<file path="src/shared/trng_digitizer_pkg.sv">
/*
 * constants, register map and carrier types for the coherent-sampling digitizer.
 * assumes a single 250 MHz system clock and a plain one-cycle register port.
 */
package trng_digitizer_pkg;

	// sampling geometry defaults
	localparam int KM_DEF = 456;
	localparam int KD_DEF = 185;
	localparam int NPH_DEF = 2;
	localparam int ACC_N_DEF = 255;
	localparam int OBUF_BITS = 256;
	localparam int LOCK_NUM = 2;
	localparam int DATA_W = 32;
	localparam int ADDR_W = 8;

	// register byte offsets
	localparam logic [7:0] ADDR_CTRL = 8'h00;
	localparam logic [7:0] ADDR_STATUS = 8'h04;
	localparam logic [7:0] ADDR_JITTER = 8'h08;
	localparam logic [7:0] ADDR_BUF_BASE = 8'h20;
	localparam logic [2:0] BUF_PAGE = 3'h1;

	// field positions
	localparam int CTRL_RUN_BIT = 0;
	localparam int CTRL_CLEAR_BIT = 1;
	localparam int ST_LOCK_ERR_LSB = 0;
	localparam int ST_LOCKED_BIT = 2;
	localparam int ST_BUF_FULL_BIT = 3;
	localparam int JIT_VALID_BIT = 16;

	// reset values
	localparam logic CTRL_RUN_RST = 1'h1;

	typedef struct packed {
		logic valid;
		logic data;
	} raw_bit_s;

	typedef struct packed {
		logic [ADDR_W-1:0] addr;
		logic [DATA_W-1:0] wdata;
		logic wr;
		logic rd;
	} reg_req_s;

endpackage

</file>
<file path="src/core/trng_digitizer.sv">
/*
 * coherent-sampling trng digitizer: decimator, 256-bit output buffer, jitter
 * measurement by reordered accumulation, pll lock gating and a register port.
 * assumes the jittery phases come from plls whose factors are fixed at build time.
 */
module trng_digitizer import trng_digitizer_pkg::*; #(
	parameter int KM = KM_DEF,
	parameter int KD = KD_DEF,
	parameter int NPH = NPH_DEF,
	parameter int ACC_N = ACC_N_DEF
) (
	input wire logic clk_sys_i,
	input wire logic rst_n_i,
	input wire logic [NPH-1:0] phase_i,
	input wire logic [LOCK_NUM-1:0] lock_i,
	input wire reg_req_s reg_req_i,
	output logic [DATA_W-1:0] rd_data_o,
	output raw_bit_s raw_o,
	output logic test_sample_o,
	output logic alarm_o
);

	localparam int POS_W = $clog2(KD);
	localparam int ACC_W = $clog2(ACC_N + 1);
	localparam int RND_W = $clog2(ACC_N);
	localparam int UC_W = $clog2(KD + 1);
	localparam int BC_W = $clog2(OBUF_BITS + 1);
	localparam logic [POS_W-1:0] KD_LAST = POS_W'(KD - 1);
	localparam logic [POS_W:0] KD_EXT = (POS_W + 1)'(KD);
	localparam logic [POS_W:0] KM_STEP = (POS_W + 1)'(KM % KD);
	localparam logic [RND_W-1:0] RND_LAST = RND_W'(ACC_N - 1);
	localparam logic [ACC_W-1:0] ACC_FULL = ACC_W'(ACC_N);
	localparam logic [BC_W-1:0] BUF_CNT_FULL = BC_W'(OBUF_BITS);

	logic sample;
	logic clr_ff;
	logic nxt_clr;
	logic run_ff;
	logic nxt_run;

	phase_sampler #(
		.NPH(NPH)
	) u_sampler (
		.clk_sys_i(clk_sys_i),
		.rst_n_i(rst_n_i),
		.clr_i(clr_ff),
		.phase_i(phase_i),
		.sample_o(sample)
	);

	// decimator and period counter
	logic [POS_W-1:0] cnt_ff;
	logic [POS_W-1:0] nxt_cnt;
	logic dec_ff;
	logic nxt_dec;
	logic end_period;
	logic period_bit;
	logic locked_all;

	assign end_period = cnt_ff == KD_LAST;
	assign period_bit = dec_ff ^ sample;
	assign locked_all = &lock_i;

	always_comb begin
		nxt_cnt = cnt_ff;
		nxt_dec = dec_ff;
		if (clr_ff) begin
			nxt_cnt = '0;
			nxt_dec = 1'h0;
		end else if (end_period) begin
			nxt_cnt = '0;
			nxt_dec = 1'h0;
		end else begin
			nxt_cnt = cnt_ff + POS_W'(1);
			nxt_dec = period_bit;
		end
	end

	always_ff @(posedge clk_sys_i or negedge rst_n_i) begin
		if (!rst_n_i) begin
			cnt_ff <= '0;
			dec_ff <= 1'h0;
		end else begin
			cnt_ff <= nxt_cnt;
			dec_ff <= nxt_dec;
		end
	end

	// raw bit stream to the post-processing generator
	raw_bit_s raw_ff;
	raw_bit_s nxt_raw;
	logic tsamp_ff;
	logic nxt_tsamp;

	always_comb begin
		nxt_raw.data = raw_ff.data;
		nxt_raw.valid = 1'h0;
		if (!clr_ff && end_period) begin
			nxt_raw.data = period_bit;
			nxt_raw.valid = run_ff && locked_all;
		end
		nxt_tsamp = sample;
	end

	always_ff @(posedge clk_sys_i or negedge rst_n_i) begin
		if (!rst_n_i) begin
			raw_ff <= '0;
			tsamp_ff <= 1'h0;
		end else begin
			raw_ff <= nxt_raw;
			tsamp_ff <= nxt_tsamp;
		end
	end

	// 256-bit output buffer; newest bit enters at bit 0
	logic [OBUF_BITS-1:0] obuf_ff;
	logic [OBUF_BITS-1:0] nxt_obuf;
	logic [BC_W-1:0] bcnt_ff;
	logic [BC_W-1:0] nxt_bcnt;

	always_comb begin
		nxt_obuf = obuf_ff;
		nxt_bcnt = bcnt_ff;
		if (clr_ff) begin
			nxt_bcnt = '0;
		end else if (end_period && locked_all) begin
			nxt_obuf = {obuf_ff[OBUF_BITS-2:0], period_bit};
			if (bcnt_ff != BUF_CNT_FULL) begin
				nxt_bcnt = bcnt_ff + BC_W'(1);
			end
		end
	end

	always_ff @(posedge clk_sys_i or negedge rst_n_i) begin
		if (!rst_n_i) begin
			obuf_ff <= '0;
			bcnt_ff <= '0;
		end else begin
			obuf_ff <= nxt_obuf;
			bcnt_ff <= nxt_bcnt;
		end
	end

	// jitter measurement: reorder, accumulate, count unstable positions
	logic [ACC_W-1:0] acc_mem [KD];
	logic [POS_W-1:0] pos_ff;
	logic [POS_W-1:0] nxt_pos;
	logic [RND_W-1:0] rnd_ff;
	logic [RND_W-1:0] nxt_rnd;
	logic [UC_W-1:0] ucnt_ff;
	logic [UC_W-1:0] nxt_ucnt;
	logic [UC_W-1:0] jit_ff;
	logic [UC_W-1:0] nxt_jit;
	logic jit_valid_ff;
	logic nxt_jit_valid;
	logic [ACC_W-1:0] acc_new;
	logic [POS_W:0] pos_sum;
	logic unstable;

	always_comb begin
		pos_sum = {1'h0, pos_ff} + KM_STEP;
		nxt_pos = (pos_sum >= KD_EXT) ? POS_W'(pos_sum - KD_EXT) : pos_sum[POS_W-1:0];
		// the first round overwrites, so stale counts never survive a clear
		acc_new = (rnd_ff == '0) ? ACC_W'(sample) : acc_mem[pos_ff] + ACC_W'(sample);
		unstable = (acc_new != '0) && (acc_new < ACC_FULL);
		nxt_rnd = rnd_ff;
		nxt_ucnt = ucnt_ff;
		nxt_jit = jit_ff;
		nxt_jit_valid = jit_valid_ff;
		if (clr_ff) begin
			nxt_pos = '0;
			nxt_rnd = '0;
			nxt_ucnt = '0;
			nxt_jit = '0;
			nxt_jit_valid = 1'h0;
		end else begin
			if (rnd_ff == RND_LAST && unstable) begin
				nxt_ucnt = ucnt_ff + UC_W'(1);
			end
			if (end_period) begin
				nxt_pos = '0;
				if (rnd_ff == RND_LAST) begin
					nxt_rnd = '0;
					nxt_ucnt = '0;
					nxt_jit = unstable ? ucnt_ff + UC_W'(1) : ucnt_ff;
					nxt_jit_valid = 1'h1;
				end else begin
					nxt_rnd = rnd_ff + RND_W'(1);
				end
			end
		end
	end

	// memory holds no reset: it is cleared by the overwriting first round
	always_ff @(posedge clk_sys_i) begin
		if (!clr_ff) begin
			acc_mem[pos_ff] <= acc_new;
		end
	end

	always_ff @(posedge clk_sys_i or negedge rst_n_i) begin
		if (!rst_n_i) begin
			pos_ff <= '0;
			rnd_ff <= '0;
			ucnt_ff <= '0;
			jit_ff <= '0;
			jit_valid_ff <= 1'h0;
		end else begin
			pos_ff <= nxt_pos;
			rnd_ff <= nxt_rnd;
			ucnt_ff <= nxt_ucnt;
			jit_ff <= nxt_jit;
			jit_valid_ff <= nxt_jit_valid;
		end
	end

	// register port, lock error flags and alarm
	logic [LOCK_NUM-1:0] lerr_ff;
	logic [LOCK_NUM-1:0] nxt_lerr;
	logic [LOCK_NUM-1:0] lerr_clr;
	logic [DATA_W-1:0] rdat_ff;
	logic [DATA_W-1:0] nxt_rdat;
	logic alarm_ff;
	logic nxt_alarm;
	logic wr_ctrl;
	logic wr_status;

	assign wr_ctrl = reg_req_i.wr && reg_req_i.addr == ADDR_CTRL;
	assign wr_status = reg_req_i.wr && reg_req_i.addr == ADDR_STATUS;

	always_comb begin
		nxt_run = wr_ctrl ? reg_req_i.wdata[CTRL_RUN_BIT] : run_ff;
		nxt_clr = wr_ctrl && reg_req_i.wdata[CTRL_CLEAR_BIT];
		lerr_clr = wr_status ? reg_req_i.wdata[ST_LOCK_ERR_LSB +: LOCK_NUM] : '0;
		// a lock loss in the clearing cycle keeps its flag set
		nxt_lerr = (lerr_ff & ~lerr_clr) | ~lock_i;
		nxt_alarm = |nxt_lerr;
		nxt_rdat = '0;
		if (reg_req_i.rd) begin
			if (reg_req_i.addr == ADDR_CTRL) begin
				nxt_rdat[CTRL_RUN_BIT] = run_ff;
			end else if (reg_req_i.addr == ADDR_STATUS) begin
				nxt_rdat[ST_LOCK_ERR_LSB +: LOCK_NUM] = lerr_ff;
				nxt_rdat[ST_LOCKED_BIT] = locked_all;
				nxt_rdat[ST_BUF_FULL_BIT] = bcnt_ff == BUF_CNT_FULL;
			end else if (reg_req_i.addr == ADDR_JITTER) begin
				nxt_rdat[UC_W-1:0] = jit_ff;
				nxt_rdat[JIT_VALID_BIT] = jit_valid_ff;
			end else if (reg_req_i.addr[7:5] == BUF_PAGE && reg_req_i.addr[1:0] == 2'h0) begin
				nxt_rdat = obuf_ff[reg_req_i.addr[4:2]*DATA_W +: DATA_W];
			end
		end
	end

	always_ff @(posedge clk_sys_i or negedge rst_n_i) begin
		if (!rst_n_i) begin
			run_ff <= CTRL_RUN_RST;
			clr_ff <= 1'h0;
			lerr_ff <= '0;
			rdat_ff <= '0;
			alarm_ff <= 1'h0;
		end else begin
			run_ff <= nxt_run;
			clr_ff <= nxt_clr;
			lerr_ff <= nxt_lerr;
			rdat_ff <= nxt_rdat;
			alarm_ff <= nxt_alarm;
		end
	end

	assign rd_data_o = rdat_ff;
	assign raw_o = raw_ff;
	assign test_sample_o = tsamp_ff;
	assign alarm_o = alarm_ff;
endmodule // trng_digitizer

</file>
<file path="src/core/phase_sampler.sv">
/*
 * samples k jittery clock phases as data on the reference clock and xors them.
 * assumes phase_i are free-running clocks from a pll, asynchronous to clk_sys_i.
 */
module phase_sampler import trng_digitizer_pkg::*; #(
	parameter int NPH = NPH_DEF
) (
	input wire logic clk_sys_i,
	input wire logic rst_n_i,
	input wire logic clr_i,
	input wire logic [NPH-1:0] phase_i,
	output logic sample_o
);

	logic [NPH-1:0] cap_ff;
	logic xor_ff;
	logic nxt_xor;

	// one capture flop per phase; nothing looks at a phase before this flop
	for (genvar p = 0; p < NPH; p++) begin : g_cap
		always_ff @(posedge clk_sys_i or negedge rst_n_i) begin
			if (!rst_n_i) begin
				cap_ff[p] <= 1'h0;
			end else begin
				cap_ff[p] <= phase_i[p];
			end
		end
	end

	always_comb begin
		nxt_xor = clr_i ? 1'h0 : ^cap_ff;
	end

	// second stage gives metastable captures a full cycle to settle
	always_ff @(posedge clk_sys_i or negedge rst_n_i) begin
		if (!rst_n_i) begin
			xor_ff <= 1'h0;
		end else begin
			xor_ff <= nxt_xor;
		end
	end

	assign sample_o = xor_ff;
endmodule // phase_sampler

</file>
<file path="config.mk">
export PLATFORM = sky130hd
export DESIGN_NAME = trng_digitizer
export DESIGN_NICKNAME = d
export VERILOG_FILES = /design/src/shared/trng_digitizer_pkg.sv /design/src/core/trng_digitizer.sv /design/src/core/phase_sampler.sv
export SDC_FILE = /design/constraint.sdc
export NUM_CORES = 2
export LEC_CHECK = 0
export BUFFER_PORTS_ARGS = -buffer_cell sky130_fd_sc_hd__buf_2
export CAP_MARGIN = 20
export CORE_ASPECT_RATIO = 2
export CORE_MARGIN = 3
export CORE_UTILIZATION = 51
export DETAILED_ROUTE_END_ITERATION = 16
export PLACE_DENSITY = 0.67
export SYNTH_ARGS = -nofsm -noshare
export SYNTH_HDL_FRONTEND = slang
export SYNTH_SLANG_ARGS = --single-unit
</file>
<file path="constraint.sdc">
create_clock -name clk_sys_i -period 15.65 [get_ports clk_sys_i]
set_input_delay 3.13 -clock clk_sys_i [delete_from_list [all_inputs] [get_ports clk_sys_i]]
set_output_delay 3.13 -clock clk_sys_i [all_outputs]
set_load 0.01 [all_outputs]
</file>
==> run summary <==
The most instantiated flip-flop cell in the synthesis netlist was sky130_fd_sc_hd__edfxtp_1. The wire-length estimate of the detail-placed layout is 114200 um. The run gives 0 as the number of post-CTS setup repair buffers. For this run, the slowest stage of the critical path takes 0.91 ns.

The number of filler cells placed in the layout was 10673; the worst relative slew slack was 25.47%. The final-report max-slew violation count was 0; the count of distinct cell types in the synthesized netlist was 77. The startpoint identified for the worst register-to-register timing path is pos_ff[0]. Most congested layer reported by global routing: met2. The shortest period the worst path allows was 7.633 ns. By count the netlist is led by 1480 x sky130_fd_sc_hd__edfxtp_1, 413 x sky130_fd_sc_hd__mux4_2, 349 x sky130_fd_sc_hd__dfrtp_1.

Once detail routing completed, the nets flagged for antenna violations numbered 0. After synthesis, the largest area contributor takes up 60.47% of total cell area. After technology mapping, the gate count stands at 3825. The worst setup path is of the reg -> reg kind.

Nature of the critical path endpoint: a register. The tightest min-delay check is of the reg -> reg type. VDD sags by at most 144.5 uV.

Of all nets on the critical path, the largest fanout is 87. The final design area excluding fillers came out at 80660 um^2. The total number of vias was 36414; the die height was 542.9 um. The count of port buffers added during placement works out to 53.

After clock tree synthesis, the clock-pin slew on the worst setup and hold paths is 0.07 ns. The number of enable-type register cells in the synthesized netlist is 1480, and the number of gates resized after cts is 0. In the routed design, unresolved DRC markers number 0. Counting flops and latches in the post-synthesis netlist gives 1830. Global routing used 43.79% of the available met2 tracks. The run gives 8.541 mW as the internal portion of total power. For this design the ratio of total power to cell area is 152.3 nW/um^2.

The slowest stage of the critical path is the sky130_fd_sc_hd__dfrtp_4 cell. The data arrival time at the worst-slack endpoint is 8.34 ns, and the number of nets at the end of the flow is 3957. The global route total overflow was 0; the share of async-settable or async-resettable flops after synthesis was 19.13%.

Buffers inserted during clock tree synthesis total 161. The switching power total is 3.742 mW, and the I/O pin count is 84. The per-cell routed wire length was 30.17 um; the met3 track demand over resource in global routing was 3.260%.

The area of the die came out at 149000 um^2. The clock network is responsible for 31.2% of the overall power. The run gives 0.9005 as the final weighted congestion of routability-driven global placement. Traced cell by cell, the critical path runs through buf_12 -> buf_12 -> mux4_2 -> inv_1 -> a221oi_1 -> nor4b_1 -> a221oi_2 -> or2_2 -> ha_1 -> o311ai_1 -> or4_1 -> a21oi_4 -> buf_4 -> and3_1 -> mux2i_2 -> buf_4 -> or3_1 -> nand3_1. After synthesis the cells add up to 73490 um^2. In this run the deepest clock path goes through 4 buffers. The run gives 44.7% as the share of total power in sequential cells. The tools report the worst setup path endpoint as jit_ff[2]. The switching share of power was 30.46%.

The starting utilization of the core area is 51.40%. Setup repair after global routing left no endpoint under its margin. CTS built an H-tree with a depth of 4.

The share of the cycle needed by the critical path after routing was 48.78%; the worst-skew pair later-pin latency was 0.81 ns. The static leakage was 29.79 nW. The most common cell in the synthesized netlist is sky130_fd_sc_hd__edfxtp_1.

The Yosys step of the flow raised 0 warnings. Summed over all layers, the routed wires come to 177800 um. The terminus of the critical flop-to-flop path is jit_ff[2]. For the filler-free cell count of the finished design, the log shows 5892. The worst setup path startpoint is pos_ff[0]. The first global-routing pass estimated 261100 um of wire. The run gives 3063 as the violation count after the first detailed-route iteration. The tools report the first-pass iteration count of the detailed router as 5. Per report_power, the combinational group accounts for 24.1% of the total. The tool flagged a number of max-cap violations equal to 0. The number of nets in the synthesized netlist is 3891.

The met1 global-route usage came out at 26.61%. The floorplan step set the die width to 274.4 um. Summing the sequential cell areas from Yosys gives 72.39% of the chip area. Buffers inserted to repair hold after CTS numbered 0. The run finished with clean final reports. For the pin with the worst max-slew slack, the measured transition is 1.108 ns.

The tools report the nature of the critical path startpoint as a register. The initial antenna violation count was 2; the synthesized area divided by synthesized cell count was 19.21 um^2. The core region is 143000 um^2. Setup total negative slack on the finished layout was measured at 0 ns. Global routing consumed, over all layers together, 24.22% of the routing resources. For the worst setup path, the data required time is 16.35 ns. The number of placed instances, taps included is 5607, and the clock sink count is 1830. TritonCTS built the clock tree.

The tree is rooted in a sky130_fd_sc_hd__clkbuf_16. The number of cells on the worst reg-to-reg path is 18. By area the synthesized netlist is led by sky130_fd_sc_hd__edfxtp_1 60%, sky130_fd_sc_hd__mux4_2 13%, sky130_fd_sc_hd__dfrtp_1 12%. The tools report the number of failing setup endpoints in the final timing report as 0. The setup slack on the worst flop-to-flop path was 8.02 ns. The number of hold violations in the final report came out at 0. The post-route netlist has 26.73% of its cells at a drive strength greater than 1. For the via count of the first global-routing pass, the log shows 38218. Of all cell types, the one taking the most synthesized area is sky130_fd_sc_hd__edfxtp_1.

The instance count along the most critical hold path works out to 1. Using the TritonRoute via totals, the vias-per-cell ratio works out to 6.180. From synthesis to final layout, the design area changed by 9.752%. Timing would allow up to 131.0 MHz. The logs give 75650 um^2 for the area of placed instances and 0.04513 ns for the maximum clock skew at final layout. The run gives 159 as the largest net degree at the start of global routing. The run gives 196 as the number of rows created at floorplan.
power groups by stage:
| stage | combinational [mW] | clock, mW | sequential [mW] |
|---|---|---|---|
| 3_3_place_gp | 2.93 | 0 | 5.59 |
| 6_report | 2.96 | 3.84 | 5.49 |
| 2_1_floorplan | 2.07 | 0 | 5.48 |
| 3_5_place_dp | 2.95 | 0 | 5.59 |
| 4_1_cts | 2.96 | 3.90 | 5.49 |
| 5_1_grt | 3.07 | 4.08 | 5.50 |
state kept, by name, summed over array words and instances, names as in the netlist:
register            cells
acc_mem              1480
obuf_ff               256
rd_data_o              32
bcnt_ff                 9
cnt_ff                  8
jit_ff                  8
pos_ff                  8
rnd_ff                  8
ucnt_ff                 8
lerr_ff                 2
raw_o                   2
u_sampler.cap_ff        2
alarm_o                 1
clr_ff                  1
dec_ff                  1
jit_valid_ff            1
run_ff                  1
test_sample_o           1
u_sampler.sample_o      1
critical path, delay by kind of cell (launching register included):
kind / cells / cell delay [ns]
simple gates: 6 / 1.71
fa+ha+maj: 1 / 0.18
mux: 2 / 0.44
buf+inv: 5 / 2.02
flops: 1 / 0.91
compound gates: 4 / 2.02
layout by cell type (no fill, tap or decap), drive strengths merged, types with 49 or more instances in the layout:
cell,count
clkinv,49
nor2,282
edfxtp,1480
buf,137
mux2,269
nand2,116
a21oi,66
clkbuf,214
mux2i,141
mux4,413
dfrtp,349
a22oi,90
worst min path at each step:
stage | start | end | slack, ns
detailed placement | cnt_ff[0] | cnt_ff[0] | 0.50
CTS | cnt_ff[0] | cnt_ff[0] | 0.51
finish | cnt_ff[0] | cnt_ff[0] | 0.51
global placement | lerr_ff[0] | lerr_ff[0] | 0.48
floorplan | u_sampler.sample_o | test_sample_o | 0.42
global route | obuf_ff[255] | obuf_ff[255] | 0.54
layer usage:
layer,vias up,routed length [um]
li1,15455,-
met2,1251,96260
met3,453,9748
met5,-,0
met4,0,13560
met1,19255,58190
cells by family (layout without fill, tap and decap cells):
| family | after synthesis | after routing | share of synthesized area (%) |
|---|---|---|---|
| xor+xnor | 35 | 35 | 0.4171 |
| compound gates | 270 | 270 | 2.603 |
| simple gates | 587 | 587 | 3.623 |
| buf+inv | 262 | 447 | 1.961 |
| flops | 1830 | 1830 | 72.39 |
| other cells | 0 | 1 | 0 |
| fa+ha+maj | 18 | 18 | 0.3065 |
| mux | 823 | 823 | 18.70 |
final cells by class:
class	count	area (um^2)	share of cell area (%)
tap	1881	2354	2.918
clock inverter	69	584.3	0.7244
timing repair buffer	138	1059	1.312
sequential	1830	53220	65.98
clock buffer	213	4390	5.443
antenna	1	2.502	0.003102
multi-input combinational	1733	18950	23.49
inverter	27	103.9	0.1288
metrics by stage:
stage,total power [mW],utilization [%],setup slack [ns],hold slack (ns)
after floorplan,7.550,-,1.950,0.4172
after global placement,8.519,52.86,7.798,0.4841
after detailed placement,8.540,52.91,8.078,0.4997
after CTS,12.35,56.39,7.996,0.5079
after global routing,12.65,56.42,7.531,0.5395
final,12.28,56.42,8.017,0.5099
(Power assumes the default switching activity.)
